File: src/asp_pkg.sv
// Purpose: shared constants of the serial audio clocking and output port
// Assumes: 100 MHz system clock, 8-bit register port
// Notes: offsets are byte addresses of the register port
package asp_pkg;
  // register map
  localparam logic [3:0] ADDR_GLOBAL = 4'h0;
  localparam logic [3:0] ADDR_MODE = 4'h4;
  localparam logic [3:0] ADDR_STATUS = 4'h8;
  localparam int HOST_EN_BIT = 7;
  localparam int FMT_LSB = 0;
  localparam int SPD_LSB = 2;
  localparam int DIV_LSB = 4;
  localparam logic [7:0] GLOBAL_RST = 8'h00;
  localparam logic [7:0] MODE_RST = 8'h00;
  // format codes
  localparam logic [1:0] FMT_LJ = 2'h0;
  localparam logic [1:0] FMT_I2S = 2'h1;
  localparam logic [1:0] FMT_TDM = 2'h2;
  localparam logic [1:0] FMT_RSV = 2'h3;
  // mode codes; the first three double as the speed in effect
  localparam logic [1:0] SPD_SINGLE = 2'h0;
  localparam logic [1:0] SPD_DOUBLE = 2'h1;
  localparam logic [1:0] SPD_QUAD = 2'h2;
  localparam logic [1:0] SPD_SLAVE = 2'h3;
  // pre-divider codes and their ratios in half master-clock periods
  localparam logic [2:0] DIV_1P5 = 3'h1;
  localparam logic [2:0] DIV_2 = 3'h2;
  localparam logic [2:0] DIV_3 = 3'h3;
  localparam logic [2:0] DIV_4 = 3'h4;
  localparam logic [3:0] RATIO_1 = 4'h2;
  localparam logic [3:0] RATIO_1P5 = 4'h3;
  localparam logic [3:0] RATIO_2 = 4'h4;
  localparam logic [3:0] RATIO_3 = 4'h6;
  localparam logic [3:0] RATIO_4 = 4'h8;
  // bit clock half period in divided master-clock half periods
  localparam logic [2:0] HALF_LR_SINGLE = 3'h4;
  localparam logic [2:0] HALF_LR_DOUBLE = 3'h2;
  localparam logic [2:0] HALF_ONE = 3'h1;
  // frame layout
  localparam logic [7:0] WORD_BITS = 8'h18;
  localparam logic [2:0] TDM_CHANNELS = 3'h6;
  localparam logic [4:0] WORD_MSB = 5'h17;
  localparam int SAMPLE_W = 24;
  localparam int CHANNELS = 6;
  // auto-detect thresholds, divided master-clock half periods per frame
  localparam logic [9:0] DET_SINGLE_MIN = 10'h180;
  localparam logic [9:0] DET_DOUBLE_MIN = 10'h0C0;
  localparam logic [9:0] DET_SAT = 10'h3FF;
  // synchroniser lanes
  localparam int SY_MCLK = 0;
  localparam int SY_XTAL = 1;
  localparam int SY_SCLK = 2;
  localparam int SY_FCLK = 3;
  localparam int SY_FMT = 4;
  localparam int SY_SPD = 6;
  localparam int SY_DIV = 8;
  localparam int SY_XSEL = 11;
  localparam int SYNC_W = 12;
endpackage

File: src/asp_sync_if.sv
// Purpose: carries raw pin levels to the synchroniser and clean levels back
// Assumes: one clock domain on the clean side
// Notes: width set by the instantiating module
`timescale 1ns/1ps
interface asp_sync_if #(parameter int W = 12);
  logic [W-1:0] raw;
  logic [W-1:0] clean;
  modport sync_side(input raw, output clean);
  modport user_side(output raw, input clean);
endinterface

File: src/asp_pin_sync.sv
// Purpose: three-stage synchroniser with agreement filter per pin
// Assumes: pins asynchronous to clk
// Notes: clean level moves only once stages two and three agree
`timescale 1ns/1ps
module asp_pin_sync (
  input wire logic clk,
  input wire logic rst_n,
  asp_sync_if.sync_side s
);
  localparam int W = $bits(s.raw);
  logic [W-1:0] ff1_q;
  logic [W-1:0] ff2_q;
  logic [W-1:0] ff3_q;
  logic [W-1:0] clean_q;

  for (genvar i = 0; i < W; i++) begin : g_bit
    always_ff @(posedge clk or negedge rst_n) begin
      if (!rst_n) begin
        ff1_q[i] <= 1'b0;
        ff2_q[i] <= 1'b0;
        ff3_q[i] <= 1'b0;
        clean_q[i] <= 1'b0;
      end else begin
        ff1_q[i] <= s.raw[i];
        ff2_q[i] <= ff1_q[i];
        ff3_q[i] <= ff2_q[i];
        if (ff2_q[i] == ff3_q[i]) begin
          clean_q[i] <= ff3_q[i];
        end
      end
    end
  end

  assign s.clean = clean_q;
endmodule

File: src/asp_port.sv
// Purpose: clock source, master/slave clocking and serial audio output framing
// Assumes: master clock below a quarter of clk, since pins are oversampled
// Notes: all pin timing runs on clk through one-cycle enables
`timescale 1ns/1ps
//////////////////////////////////////////////////////////////////////////////
module asp_port
  import asp_pkg::*;
(
  input wire logic clk,
  input wire logic rst_n,
  input wire logic use_crystal,
  input wire logic crystal_input,
  output logic crystal_output,
  input wire logic mclk_i,
  output logic mclk_o,
  output logic mclk_oe,
  input wire logic sclk_i,
  output logic sclk_o,
  output logic sclk_oe,
  input wire logic frame_clock_i,
  output logic frame_clock_o,
  output logic frame_clock_oe,
  output logic serial_data_out_a,
  output logic serial_data_out_b,
  output logic serial_data_out_c,
  output logic serial_data_out_d,
  input wire logic format_select_hi,
  input wire logic format_select_lo,
  input wire logic speed_select_hi,
  input wire logic speed_select_lo,
  input wire logic [2:0] clock_div_select,
  input wire logic [SAMPLE_W*CHANNELS-1:0] samples,
  output logic sample_take,
  input wire logic [3:0] reg_addr,
  input wire logic [7:0] reg_wdata,
  input wire logic reg_wr,
  input wire logic reg_rd,
  output logic [7:0] reg_rdata
);
  //////////////////////////////////////////////////////////////////////////////
  // pins and configuration
  asp_sync_if #(.W(SYNC_W)) pin_if ();
  assign pin_if.raw = {use_crystal, clock_div_select, speed_select_hi, speed_select_lo,
                       format_select_hi, format_select_lo, frame_clock_i, sclk_i,
                       crystal_input, mclk_i};
  asp_pin_sync u_sync (.clk(clk), .rst_n(rst_n), .s(pin_if));
  wire [SYNC_W-1:0] cl = pin_if.clean;

  logic [7:0] global_q;
  logic [7:0] mode_q;
  wire host_en = global_q[HOST_EN_BIT];
  wire [1:0] fmt = host_en ? mode_q[FMT_LSB+:2] : cl[SY_FMT+:2];
  wire [1:0] spd = host_en ? mode_q[SPD_LSB+:2] : cl[SY_SPD+:2];
  wire [2:0] dsel = host_en ? mode_q[DIV_LSB+:3] : cl[SY_DIV+:3];
  wire master = spd != SPD_SLAVE;
  wire tdm = fmt == FMT_TDM;
  wire i2s = fmt == FMT_I2S;
  wire lr = fmt == FMT_LJ || i2s;
  wire use_xtal = cl[SY_XSEL];

  //////////////////////////////////////////////////////////////////////////////
  // master clock source and pre-divider
  wire mck = use_xtal ? cl[SY_XTAL] : cl[SY_MCLK];
  logic mck_q;
  logic [3:0] acc_q;
  wire half_tick = mck != mck_q;
  // half-period units let the 1.5 ratio come out of the same accumulator
  wire [3:0] ratio = dsel == DIV_1P5 ? RATIO_1P5 : dsel == DIV_2 ? RATIO_2 :
                     dsel == DIV_3 ? RATIO_3 : dsel == DIV_4 ? RATIO_4 : RATIO_1;
  wire [4:0] acc_sum = {1'b0, acc_q} + 5'h02;
  wire dtick = half_tick && acc_sum >= {1'b0, ratio};
  wire [4:0] acc_nx = dtick ? acc_sum - {1'b0, ratio} : acc_sum;
  wire [3:0] acc_d = half_tick ? acc_nx[3:0] : acc_q;

  //////////////////////////////////////////////////////////////////////////////
  // bit clock and frame clock generation
  logic [1:0] det_q;
  wire [1:0] spd_run = master ? spd : det_q;
  // TDM above single speed would need a sub-cycle half period; clamped to one
  wire [2:0] half_len = !lr ? HALF_ONE : spd_run == SPD_SINGLE ? HALF_LR_SINGLE :
                        spd_run == SPD_DOUBLE ? HALF_LR_DOUBLE : HALF_ONE;
  logic [2:0] hcnt_q;
  logic msclk_q;
  logic [7:0] mcnt_q;
  wire [2:0] hcnt_inc = hcnt_q + 3'h1;
  wire sedge = master && dtick && hcnt_inc >= half_len;
  wire m_fall = sedge && msclk_q;
  wire [5:0] lr_inc = mcnt_q[5:0] + 6'h01;
  wire [7:0] mcnt_nx = lr ? {2'b00, lr_inc} : mcnt_q + 8'h01;
  wire m_fclk = tdm ? mcnt_nx[7:5] == 3'h0 : (i2s ? mcnt_nx[5] : ~mcnt_nx[5]);

  logic sclk_p_q;
  wire sclk_s = cl[SY_SCLK];
  wire fclk_s = cl[SY_FCLK];
  wire s_fall = !master && sclk_p_q && !sclk_s;
  wire fall_ev = m_fall || s_fall;

  //////////////////////////////////////////////////////////////////////////////
  // framing: position in channel or frame, advanced on falling bit clock
  logic fclk_prev_q;
  logic [7:0] pos_q;
  logic half_q;
  logic [SAMPLE_W*CHANNELS-1:0] shadow_q;
  wire fclk_at = master ? m_fclk : fclk_s;
  wire bound = tdm ? fclk_at && !fclk_prev_q : fclk_at != fclk_prev_q;
  wire [7:0] pos_d = bound ? 8'h00 : (pos_q == 8'hFF ? pos_q : pos_q + 8'h01);
  wire left = i2s ? !fclk_at : fclk_at;
  wire half_d = lr ? !left : half_q;
  wire [7:0] pos_m1 = pos_d - 8'h01;
  wire [7:0] lr_idx = i2s ? pos_m1 : pos_d;
  wire lr_ok = lr_idx < WORD_BITS && !(i2s && pos_d == 8'h00);
  wire [2:0] slot = pos_d[7:5];
  wire t_ok = pos_d[4:0] < WORD_BITS[4:0] && slot < TDM_CHANNELS;
  wire ok = tdm ? t_ok : lr_ok;
  wire [4:0] bi = !ok ? 5'h00 : tdm ? pos_d[4:0] : lr_idx[4:0];
  wire [4:0] bsel = WORD_MSB - bi;
  wire [2:0] ch_a = tdm ? (t_ok ? slot : 3'h0) : {2'b00, half_d};
  wire [2:0] ch_b = 3'h2 + {2'b00, half_d};
  wire [2:0] ch_c = 3'h4 + {2'b00, half_d};
  wire start = fall_ev && bound && (tdm || left);
  // the first bit of a frame leaves in the same event that captures the words
  wire [SAMPLE_W*CHANNELS-1:0] cur = start ? samples : shadow_q;
  wire [SAMPLE_W-1:0] word_a = cur[ch_a*SAMPLE_W+:SAMPLE_W];
  wire [SAMPLE_W-1:0] word_b = cur[ch_b*SAMPLE_W+:SAMPLE_W];
  wire [SAMPLE_W-1:0] word_c = cur[ch_c*SAMPLE_W+:SAMPLE_W];
  wire bit_a = ok && fmt != FMT_RSV && word_a[bsel];
  wire bit_b = ok && lr && word_b[bsel];
  wire bit_c = tdm ? !bit_a : ok && lr && word_c[bsel];

  //////////////////////////////////////////////////////////////////////////////
  // slave speed auto-detect
  logic fr_q;
  logic [9:0] rcnt_q;
  wire f_rise = !master && fclk_s && !fr_q;
  wire [9:0] rcnt_inc = rcnt_q == DET_SAT ? rcnt_q : rcnt_q + 10'h001;
  wire [1:0] det_new = rcnt_q >= DET_SINGLE_MIN ? SPD_SINGLE :
                       rcnt_q >= DET_DOUBLE_MIN ? SPD_DOUBLE : SPD_QUAD;

  //////////////////////////////////////////////////////////////////////////////
  // register port
  wire [7:0] status = {2'b00, host_en, fmt, !master, spd_run};
  wire [7:0] rd_val = reg_addr == ADDR_GLOBAL ? global_q : reg_addr == ADDR_MODE ? mode_q :
                      reg_addr == ADDR_STATUS ? status : 8'h00;

  always_ff @(posedge clk or negedge rst_n) begin
    if (!rst_n) begin
      global_q <= GLOBAL_RST;
      mode_q <= MODE_RST;
      reg_rdata <= 8'h00;
    end else begin
      if (reg_wr && reg_addr == ADDR_GLOBAL) begin
        global_q <= reg_wdata;
      end
      if (reg_wr && reg_addr == ADDR_MODE) begin
        mode_q <= reg_wdata;
      end
      reg_rdata <= reg_rd ? rd_val : 8'h00;
    end
  end

  always_ff @(posedge clk or negedge rst_n) begin
    if (!rst_n) begin
      mck_q <= 1'b0;
      acc_q <= 4'h0;
      hcnt_q <= 3'h0;
      msclk_q <= 1'b0;
      mcnt_q <= 8'h00;
    end else begin
      mck_q <= mck;
      acc_q <= acc_d;
      if (!master) begin
        hcnt_q <= 3'h0;
        msclk_q <= 1'b0;
      end else if (dtick) begin
        hcnt_q <= sedge ? 3'h0 : hcnt_inc;
        msclk_q <= msclk_q ^ sedge;
      end
      if (m_fall) begin
        mcnt_q <= mcnt_nx;
      end
    end
  end

  always_ff @(posedge clk or negedge rst_n) begin
    if (!rst_n) begin
      sclk_p_q <= 1'b0;
      fclk_prev_q <= 1'b0;
      pos_q <= 8'h00;
      half_q <= 1'b0;
      shadow_q <= '0;
    end else begin
      sclk_p_q <= sclk_s;
      if (fall_ev) begin
        fclk_prev_q <= fclk_at;
        pos_q <= pos_d;
        half_q <= half_d;
      end
      if (start) begin
        shadow_q <= samples;
      end
    end
  end

  always_ff @(posedge clk or negedge rst_n) begin
    if (!rst_n) begin
      serial_data_out_a <= 1'b0;
      serial_data_out_b <= 1'b0;
      serial_data_out_c <= 1'b0;
      serial_data_out_d <= 1'b0;
      sample_take <= 1'b0;
    end else begin
      sample_take <= start;
      if (fall_ev) begin
        serial_data_out_a <= bit_a;
        serial_data_out_b <= bit_b;
        serial_data_out_c <= bit_c;
        serial_data_out_d <= 1'b0;
      end
    end
  end

  always_ff @(posedge clk or negedge rst_n) begin
    if (!rst_n) begin
      fr_q <= 1'b0;
      rcnt_q <= 10'h000;
      det_q <= SPD_SINGLE;
    end else begin
      fr_q <= fclk_s;
      if (f_rise) begin
        det_q <= det_new;
        rcnt_q <= 10'h000;
      end else if (dtick) begin
        rcnt_q <= rcnt_inc;
      end
    end
  end

  // pin drivers; the slave leaves clock pins to the far end, whose clocks
  // must come from the same master clock for the counts above to hold
  always_ff @(posedge clk or negedge rst_n) begin
    if (!rst_n) begin
      sclk_o <= 1'b0;
      sclk_oe <= 1'b0;
      frame_clock_o <= 1'b0;
      frame_clock_oe <= 1'b0;
      mclk_o <= 1'b0;
      mclk_oe <= 1'b0;
      crystal_output <= 1'b0;
    end else begin
      sclk_o <= msclk_q;
      sclk_oe <= master;
      if (m_fall) begin
        frame_clock_o <= m_fclk;
      end
      frame_clock_oe <= master;
      mclk_o <= use_xtal && cl[SY_XTAL];
      mclk_oe <= use_xtal;
      crystal_output <= use_xtal && !cl[SY_XTAL];
    end
  end
endmodule

File: config.mk
export PLATFORM = sky130hd
export DESIGN_NAME = asp_port
export DESIGN_NICKNAME = d
export VERILOG_FILES = /design/src/asp_pkg.sv /design/src/asp_sync_if.sv /design/src/asp_pin_sync.sv /design/src/asp_port.sv
export SDC_FILE = /design/constraint.sdc
export NUM_CORES = 1
export LEC_CHECK = 0
export ABC_AREA = 1
export BUFFER_PORTS_ARGS = -buffer_cell sky130_fd_sc_hd__buf_4
export CORE_MARGIN = 5
export CORE_UTILIZATION = 63
export CTS_CLUSTER_SIZE = 14
export DETAILED_ROUTE_END_ITERATION = 6
export GPL_ROUTABILITY_DRIVEN = 0
export GPL_TIMING_DRIVEN = 1
export PLACE_DENSITY = 0.94
export SYNTH_ARGS = -nofsm -noshare
export SYNTH_HDL_FRONTEND = slang
export SYNTH_HIERARCHICAL = 1
export SYNTH_SLANG_ARGS = --single-unit
export TNS_END_PERCENT = 20
File: constraint.sdc
create_clock -name clk -period 7.84 [get_ports clk]
set_input_delay 0.392 -clock clk [delete_from_list [all_inputs] [get_ports clk]]
set_output_delay 0.392 -clock clk [all_outputs]
set_load 0.02 [all_outputs]
---- Word-level counts from Yosys, hierarchy flattened ----
Cells that the tools add are included.
word-level totals
  flip-flop bits (word level) ............. 267
  logic and storage cells ................. 222
  input port bits ......................... 172
  output and inout port bits .............. 20
operators by class
  $lt $le $gt $ge ......................... 8
  equality and inequality tests ........... 29
  bitwise gates (word level) .............. 2
  mux-type cells .......................... 50
  $mul .................................... 3
  shift-type cells ........................ 3
  add/subtract/negate cells ............... 11
  reductions and logical operators ........ 42
operator list
  kind                   number
  $shiftx 144x9->24      3
  $mux 144               1
  $mux 8                 7
  $mux 10                3
  $mux 3                 8
  $logic_and 1x1->1      23
  $mux 4                 5
  $add 8x1->8 const B    2
  $bmux 1 s5             3
  $mul 3x2->5 const B    3
  $mux 1                 14
  $eq 1x1->1             12
  $mux 2                 6
  $add 10x1->10 const B  1
  $eq 10x10->1 const B   1
  $ge 10x8->1 const B    1
  $ge 10x9->1 const B    1
  $mux 5                 2
  $logic_not 1->1        9
  $eq 8x8->1 const B     1
  $logic_not 8->1        1
  $lt 8x5->1 const B     1
  $sub 8x1->8 const B    1
  $add 6x1->6 const B    1
  other kinds (30)       38

---- Longest topological paths before layout ----
Gate-level depths: netlist (run 1).
  depth in word-level cells ............... 23
  mapped depth ............................ 42
  mapped depth without buffers ............ 39

---- Hierarchy ----
Netlist (run 1), hierarchy kept.
by module, submodules not included
  module        area each (um2)  cells an instance  instances
  asp_port      12827.3          1796               1
  asp_pin_sync  1396.3           96                 1

---- Worst setup path before layout (run 1) ----
No wires, ideal clock.
  path type ............................... reg2reg
  start point ............................. register global_q[7]
  end point ............................... register serial_data_out_c
  period minus slack after synthesis ...... 4.590 ns
  data arrival time ....................... 4.470 ns
  required time ........................... 7.720 ns
  path slack .............................. 3.250 ns
  stages on the path, launching flop included .. 40
  cells stage by stage .................... dfrtp_1 -> buf_6 -> buf_6 -> o21ai_0 -> or2_2 -> nand2_1 -> nand2_1 -> inv_1 -> ha_1 -> nand2_1 -> nor2_1 -> o21a_1 -> nor3b_1 -> nand2_1 -> inv_1 -> nor2_1 -> clkinv_1 -> nor3_1 -> [... 4 more ...] -> nand2_1 -> inv_2 -> nand2_4 -> buf_8 -> buf_2 -> o21a_1 -> nand2_1 -> nand3_1 -> nand3_1 -> nand3_1 -> nand3_1 -> nand2_1 -> nand2_1 -> nand2_1 -> nand2_1 -> nand2_1 -> nand3_1 -> nand2_1
on the way
  elaborated cells between the ends (all ways) .. 82
  classes of those cells .................. add/sub (3); mul (2); order compare (5); eq/ne (10); shift (2); mux (31); bitwise (1); reduce/logical (28)
RTL lines
  item                             line             RTL
  from (decl)                      asp_port.sv:49   logic [7:0] global_q;
  from (signal assigned)           asp_port.sv:152  global_q <= reg_wdata;
  $mux 3                           asp_port.sv:54   wire [2:0] dsel = host_en ? mode_q[DIV_LSB+:3] : cl[SY_DIV+:3];
  $eq 3x3->1                       asp_port.sv:69   dsel == DIV_3 ? RATIO_3 : dsel == DIV_4 ? RATIO_4 : RATIO_1;
  $mux 4 (2 in series)             asp_port.sv:69
  $mux 4 (2 in series)             asp_port.sv:68   wire [3:0] ratio = dsel == DIV_1P5 ? RATIO_1P5 : dsel == DIV_2 ? RATIO_2 :
  $ge 5x4->1                       asp_port.sv:71   wire dtick = half_tick && acc_sum >= {1'b0, ratio};
  $logic_and 1x1->1                asp_port.sv:71
  $logic_and 1x1->1                asp_port.sv:86   wire sedge = master && dtick && hcnt_inc >= half_len;
  $logic_and 1x1->1 (*)            asp_port.sv:86
  [... 1 more ...]                 -
  named net m_fall                 asp_port.sv:87   wire m_fall = sedge && msclk_q;
  [... 1 more ...]                 -
  $logic_and 1x1->1 (2 in series)  asp_port.sv:120  wire start = fall_ev && bound && (tdm || left);
  $mux 144                         -
  $shiftx 144x9->24                asp_port.sv:123  wire [SAMPLE_W-1:0] word_a = cur[ch_a*SAMPLE_W+:SAMPLE_W];
  $bmux 1 s5                       asp_port.sv:126  wire bit_a = ok && fmt != FMT_RSV && word_a[bsel];
  $mux 1 (not written as such)     asp_port.sv:126
  $logic_and 1x1->1                asp_port.sv:126
  $logic_not 1->1                  asp_port.sv:128  wire bit_c = tdm ? !bit_a : ok && lr && word_c[bsel];
  $mux 1                           asp_port.sv:128
  to (signal assigned)             asp_port.sv:216  serial_data_out_c <= bit_c;
  to (decl)                        asp_port.sv:25   output logic serial_data_out_c,
The timed path passes the listed nets; every way through them passes the cells marked *. The select of a mux whose other input is x is not followed.
A chain may end at the register's enable or synchronous reset.

---- Worst setup path in the final report (run 1) ----
Ends and elaborated chain as after synthesis.

==> results of run 1 <==
cells in the final DEF (no fill, tap or decap), types with 3 or more instances in the layout:
cell           instances
nand3b_1              24
nand2_1              623
nor3_1                13
inv_2                  8
or2_2                  3
o22ai_1                4
clkbuf_8               6
ha_1                  17
clkbuf_16             27
nand4_1                3
xor2_1                 7
buf_4                200
bufinv_16              6
clkbuf_1               4
inv_1                259
a31oi_1                5
dlygate4sd3_1         12
nand2_2               12
xnor2_1                4
nand3_1              262
o211ai_1              28
o21ai_0               81
nand2_4                6
dfrtp_1              267
o21ai_1               47
nor2_1                52
nor2_2                 4
a21oi_1               43
o21a_1                 8
power breakdown:
| part | total (uW) | switching (uW) | internal [uW] |
|---|---|---|---|
| logic | 3060 | 2080 | 987 |
| registers | 2050 | 195 | 1850 |
| clock network | 1430 | 545 | 886 |
| total | 6540 | 2820 | 3720 |
final cells by class:
type | count | area [um2]
multi-input cells | 1272 | 6030
clock buffers | 37 | 773
inverters | 270 | 1020
repair buffers | 213 | 1640
flip-flops and latches | 267 | 6680
clock inverters | 11 | 215
well taps | 285 | 357
fillers | 1540 | 5730
registers in the layout, summed over array words and instances, names as in the netlist, 2 cells and up:
signal,flops
u_sync/ff2_q,12
acc_q,4
mcnt_q,8
reg_rdata,8
shadow_q,144
mode_q,8
u_sync/s.clean,12
det_q,2
pos_q,8
u_sync/ff3_q,12
global_q,8
u_sync/ff1_q,12
hcnt_q,3
rcnt_q,10
critical path: cells and delay by family (launching register included):
kind                     cells  cell delay (ns)
adder cells (fa/ha/maj)      2             0.54
AND/OR/NAND/NOR             24             3.21
flip-flops                   1             0.70
buffers and inverters        7             1.31
AO/OA/AOI/OAI                3             0.72
per-stage QoR:
| stage | cells | hold slack, ns |
|---|---|---|
| after global routing | 2355 | 0.0685 |
| after global placement | 2295 | 0.333 |
| after detailed placement | 2295 | 0.339 |
| final | 2355 | -0.0495 |
| after floorplan | 1892 | 0.0964 |
| after CTS | 2355 | 0.0439 |
cell families (layout without fill, tap and decap cells):
kind of cell	after synthesis	count (layout)	synth area share, %
buffers and inverters	353	531	10.8
AND/OR/NAND/NOR	1014	1014	30.9
other	1	1	0.0264
AO/OA/AOI/OAI	228	228	9.01
XOR/XNOR	11	11	0.677
flip-flops	267	267	47.0
adder cells (fa/ha/maj)	18	18	1.64
worst max-delay path by stage:
stage | from | to | slack (ns)
2_1_floorplan | global_q[7] | serial_data_out_c | 3.25
3_5_place_dp | global_q[7] | serial_data_out_c | 1.49
3_3_place_gp | global_q[7] | serial_data_out_c | 1.83
5_1_grt | global_q[7] | serial_data_out_c | 0.61
6_report | global_q[7] | serial_data_out_c | 1.28
4_1_cts | global_q[7] | serial_data_out_c | 1.44
layer usage:
layer	vias up	wire length, um	track usage (%)
met4	0	2260	16.0
li1	6308	-	-
met3	192	3700	5.68
met1	6342	14900	37.3
met2	807	19300	51.9
met5	-	0	0
==> flow_summary_export.csv, run 1 <==
group,metric,value,unit
placed_design,portBuffers,190,
finish,final_area,0.0167,mm2
global_routing,antenna_found_initial,0,
finish,n_antenna_cell,0,
power_and_ir_drop,finalPower,6540,uW
floorplan,core_area,0.0224,mm2
worst_setup_path,crit_path_start_kind,"flop",
finish,fin_util,74.5,%
synthesis,postSynthAreaPerCell,7.52,um2
sta,tightest_slew,1.14,ns
worst_setup_path,rrSetupSlack,1.28,ns
routing,routed_wl,40200,um
floorplan,die_x,160,um
worst_setup_path,critical_path_arrival,7.06,ns
synthesis,synth_common_cells,"626 x nand2_1, 267 x dfrtp_1, 262 x nand3_1, 259 x inv_1, 81 x o21ai_0",
clocking,path_clk_slew,0.06,ns
synthesis,synth_cells,1892,
sta,period_minus_slack,6.56,ns
global_routing,grt_overflow_total,0,
sta,relSlewSlack,23.4,%
clocking,clk_latency,0.56,ns
floorplan,io_pins,192,
worst_setup_path,r2r_end,"serial_data_out_c",
floorplan,rows,55,
sta,fin_skew,0.0318,ns
clocking,tritoncts,"built",
sta,max_freq,0.152,GHz
placed_design,dp_hpwl,26700,um
worst_setup_path,endpoint_kind,"flop",
worst_setup_path,max_stage_delay,0.70,ns
sta,drv_slew,0,
routing,vias,13649,
worst_setup_path,r2r-start,"global_q[7]",
worst_setup_path,required,8.34,ns
clocking,cts_setup_buffers,0,
clocking,h-tree-depth,1,
finish,drive_above_1_share,14.0,%
clocking,holdBufCountCts,12,
finish,layout.nets,2241,
routing,via_per_inst,5.80,
sta,setup_violations,0,
routing,drcViolationCount,0,
power_and_ir_drop,power_leakage,0.00902,uW
floorplan,fp.dieH,160,um
run_status,status,"complete, but fails checks",
worst_setup_path,worstPathMaxFanout,95,
power_and_ir_drop,irDropWorstVdd,247,uV
synthesis,async_reset_ff_share,100,%
synthesis,ys_seq_elements,267,
sta,rsz0062_at_grt,"false",
clocking,cts_root_buf,"clkbuf_16",
floorplan,dieArea,0.0257,mm2
global_routing,first_global_vias,13696,
global_routing,grt_max_degree,143,
routing,initialDrtViolationCount,1617,
worst_setup_path,worstRegToRegCells,36,
run_status,violations,"hold timing",
synthesis,synth.distinct_cells,48,
synthesis,synth_edf_count,0,
routing,wl_per_cell,17.1,um
clocking,ctsResizeCount,0,
global_routing,grt_util_all_layers,30.6,%
worst_setup_path,cpMaxStageDelayCell,"dfrtp_1",
routing,ant_nets,0,
placed_design,pre_cts_slack,1.49,ns
synthesis,yosys-top-cells-area,"dfrtp_1 47%, nand2_1 17%, nand3_1 9.2%",
synthesis,syn_area,0.0142,mm2
synthesis,yosys.area.top_type_share,47.0,%
sta,fin_hold_ws,-0.0495,ns
sta,timing.final.crit_share,83.7,%
synthesis,synth_top_cell_by_area,"dfrtp_1",
floorplan,start_util,63.4,%
worst_setup_path,crit_top_cell,"nand2_1",
synthesis,synthMostInstantiatedCell,"nand2_1",
finish,areaGrowthSynthToFinish,17.5,%
clocking,numClockSinks,267,
sta,tns,0,ns
clocking,clock_path_buffers,3,
worst_setup_path,timing_worst_setup_path_type,"reg -> reg",
synthesis,synth_seq_area_share,47.0,%
synthesis,syn_nets,2082,
synthesis,yosysWarnings,6,
global_routing,grt_pass1_wl,65200,um
sta,hold_viol_final,14,
placed_design,placed_area,0.0156,mm2
power_and_ir_drop,p_per_area,391,mW/mm2
worst_hold_path,min_path_type,"in -> async",
job,drv_cap,0,
synthesis,synthFlopType,"dfrtp_1",
routing,first_pass_iters,7,
clocking,numCtsBuffers,27,
sta,setup_ws,1.28,ns
Power figures use the tool's default switching activity.
==> inputs of run 2 (changes only) <==
--- a/config.mk
+++ b/config.mk
@@ -5,15 +5,15 @@
 export SDC_FILE = /design/constraint.sdc
 export NUM_CORES = 1
 export LEC_CHECK = 0
-export ABC_AREA = 1
+export ABC_AREA = 0
 export BUFFER_PORTS_ARGS = -buffer_cell sky130_fd_sc_hd__buf_4
 export CORE_MARGIN = 5
-export CORE_UTILIZATION = 63
+export CORE_UTILIZATION = 58
 export CTS_CLUSTER_SIZE = 14
 export DETAILED_ROUTE_END_ITERATION = 6
 export GPL_ROUTABILITY_DRIVEN = 0
 export GPL_TIMING_DRIVEN = 1
-export PLACE_DENSITY = 0.94
+export PLACE_DENSITY = 0.88
 export SYNTH_ARGS = -nofsm -noshare
 export SYNTH_HDL_FRONTEND = slang
 export SYNTH_HIERARCHICAL = 1
==> constraint.sdc (replaced) <==
create_clock -name clk -period 6.25 [get_ports clk]
set_input_delay 0.3125 -clock clk [delete_from_list [all_inputs] [get_ports clk]]
set_output_delay 0.3125 -clock clk [all_outputs]
set_load 0.02 [all_outputs]
==> run 2 against run 1 <==
Effect of this change:
- the flow finishes with violations (DRC)
- clock skew fell by 0.020 ns
- count of clock-buffer cells in the layout rose by 1
- maximum frequency rose by 11%
- global-route usage fell by 1.6 points
- die area rose by 6.4%
- design area rose by 2.5%
- via count fell by 12%
- critical endpoint unchanged
- largest cell class unchanged
- highest routed layer unchanged
==> flow_summary_export.csv, run 2 <==
group,metric,value,unit
run_status,status,"complete, but fails checks",
run_status,violations,"DRC",
routing,via_per_inst,6.11,
floorplan,dieArea,0.0273,mm2
synthesis,synth_cells,1388,
routing,initialDrtViolationCount,1612,
global_routing,grt_pass1_wl,63200,um
synthesis,yosys-top-cells-area,"dfrtp_1 48%, mux2i_1 8.4%, nand2_1 7.8%",
routing,vias,11952,
clocking,numCtsBuffers,28,
floorplan,core_area,0.0236,mm2
finish,drive_above_1_share,24.0,%
synthesis,synth_seq_area_share,47.7,%
worst_setup_path,r2r-start,"global_q[7]",
synthesis,ys_seq_elements,267,
finish,layout.nets,1805,
synthesis,postSynthAreaPerCell,10.1,um2
finish,final_cell_mix,"292 x nand2_1, 267 x dfrtp_1, 215 x buf_4, 117 x mux2i_1, 93 x inv_1",
worst_setup_path,timing_worst_setup_path_type,"reg -> reg",
worst_setup_path,endpoint_kind,"flop",
global_routing,first_global_vias,12110,
synthesis,synth_top_cell_by_area,"dfrtp_1",
synthesis,yosys.area.top_type_share,47.7,%
synthesis,synthFlopType,"dfrtp_1",
sta,tightest_slew,1.23,ns
finish,top_register,"shadow_q",
synthesis,muxShareOfSynthArea,14.4,%
clocking,cts_root_buf,"clkbuf_16",
clocking,numClockSinks,267,
global_routing,grt_overflow_total,0,
synthesis,syn_nets,1578,
routing,wl_per_cell,20.3,um
synthesis,synth.distinct_cells,93,
sta,period_minus_slack,5.92,ns
power_and_ir_drop,finalPower,7920,uW
synthesis,synth_top_family_by_area,"simple AND/OR/NAND/NOR gates",
synthesis,syn_area,0.0140,mm2
routing,ant_nets,0,
power_and_ir_drop,irDropWorstVdd,373,uV
worst_hold_path,min_path_type,"in -> reg",
sta,max_freq,0.169,GHz
worst_hold_path,min_from,"samples[2]",
global_routing,grt_max_degree,150,
finish,nFillCells,1579,
sta,timing.final.crit_share,94.8,%
clocking,path_clk_slew,0.06,ns
floorplan,rows,56,
global_routing,antenna_found_initial,0,
floorplan,start_util,59.3,%
finish,largest_reg_flops,144,
finish,mostFrequentLayoutCell,"nand2_1",
synthesis,synth_edf_count,0,
sta,drv_slew,0,
clocking,clock_path_buffers,3,
worst_setup_path,critical_path_arrival,6.41,ns
synthesis,synth_compound_area_share,12.2,%
worst_setup_path,startpoint,"global_q[7]",
global_routing,grt_util_all_layers,29.0,%
synthesis,synthMostInstantiatedCell,"nand2_1",
floorplan,fp.dieH,165,um
routing,drcViolationCount,4,
power_and_ir_drop,p_per_area,462,mW/mm2
sta,hold_viol_final,0,
finish,areaGrowthSynthToFinish,22.4,%
power_and_ir_drop,power_leakage,0.00791,uW
sta,setup_violations,0,
finish,n_antenna_cell,0,
routing,first_pass_iters,7,
placed_design,portBuffers,190,
synthesis,synth_common_cells,"292 x nand2_1, 267 x dfrtp_1, 117 x mux2i_1, 93 x inv_1, 82 x nor2_1",
sta,relSlewSlack,17.4,%
finish,fin_util,72.5,%
placed_design,placed_area,0.0156,mm2
clocking,clk_latency,0.55,ns
floorplan,io_pins,192,
sta,fin_skew,0.0115,ns
clocking,h-tree-depth,1,
worst_setup_path,required,6.73,ns
floorplan,die_x,165,um
synthesis,yosys.area_share.adder,2.63,%
clocking,tritoncts,"built",
synthesis,synth-simple-area-share,14.8,%
synthesis,synth_xor_area_share,1.88,%
job,drv_cap,0,
finish,final_area,0.0171,mm2
worst_setup_path,worstPathMaxFanout,55,
routing,routed_wl,39700,um
synthesis,async_reset_ff_share,100,%
worst_setup_path,crit_path_start_kind,"flop",
placed_design,dp_hpwl,27100,um
synthesis,yosysWarnings,6,
## run 2: path summary, 6_finish.rpt
path | end | slack (ns) | depth (start not counted)
worst max register to register | serial_data_out_c | 0.33 | 26
min in group asynchronous | shadow_q[30] | 0.40 | 2
worst max-delay path | serial_data_out_c | 0.33 | 26
worst min-delay path | shadow_q[2] | 0.005 | 3
worst min register to register | u_sync/ff2_q[0] | 0.35 | 0
max in group asynchronous | global_q[7] | 4.51 | 3
## run 2: final cells by class
class | instances | area, um2 | share of cell area, %
tap | 319 | 399 | 2.33
timing repair buffer | 270 | 2220 | 13.0
clock inverter | 13 | 179 | 1.04
clock buffer | 38 | 798 | 4.66
multi-input combinational | 954 | 6490 | 37.9
inverter | 94 | 358 | 2.09
sequential | 267 | 6680 | 39.0
## run 2: repair_timing
action	4_1_cts	5_1_grt
endpoints found under the hold margin	167	0
hold buffers	49	0
setup endpoints to repair	0	3
resized for setup	0	4
buffers inserted	0	2
## run 2: metal layers
metal  GRT usage [%]  up-vias  wire length, um
li1                -     5254                -
met1            39.1     5714            15000
met2            46.4      788            18800
met3            5.04      196             3790
met4            13.0        0             2110
met5               0        -                0
## run 2: worst max-delay path: stages, from the launching register on
cell       delay [ns]
dfrtp_1          0.46
buf_4            0.30
nor3_1           0.09
a21oi_1          0.21
inv_1            0.07
ha_1             0.29
nor2b_1          0.13
o21ai_0          0.09
nand2b_1         0.12
a31o_2           0.11
a21o_1           0.12
a31oi_1          0.05
nand2b_1         0.23
nor3_1           0.24
ha_1             0.22
a31oi_2          0.06
a311o_2          0.40
inv_6            0.44
buf_4            0.37
mux2i_1          0.36
mux2i_1          0.12
o311ai_0         0.39
a211oi_1         0.11
o31ai_1          0.33
o211ai_1         0.16
o2111ai_1        0.15
a221o_1          0.22
## run 2: cells by family after synthesis
family	count (synthesis)
AND/OR/NAND/NOR	480
flip-flops	267
AO/OA/AOI/OAI	236
multiplexers	177
buffers and inverters	167
adder cells (fa/ha/maj)	30
XOR/XNOR	30
other	1
## run 2: power breakdown
part | switching (uW) | internal (uW) | total (uW)
Combinational | 2190 | 1410 | 3600
Sequential | 267 | 2300 | 2570
Clock | 695 | 1060 | 1750
Total | 3150 | 4770 | 7920
## run 2: stage by stage
| step | hold slack (ns) | TNS [ns] | setup slack, ns | std cells |
|---|---|---|---|---|
| after floorplan | 0.0169 | 0 | 0.688 | 1388 |
| final | 0.00496 | 0 | 0.327 | 1955 |
| after global routing | 0.00774 | -0.00126 | -0.00126 | 1955 |
| after global placement | 0.332 | 0 | 0.760 | 1853 |
| after CTS | 0.0000442 | 0 | 0.324 | 1953 |
| after detailed placement | 0.335 | 0 | 0.448 | 1853 |
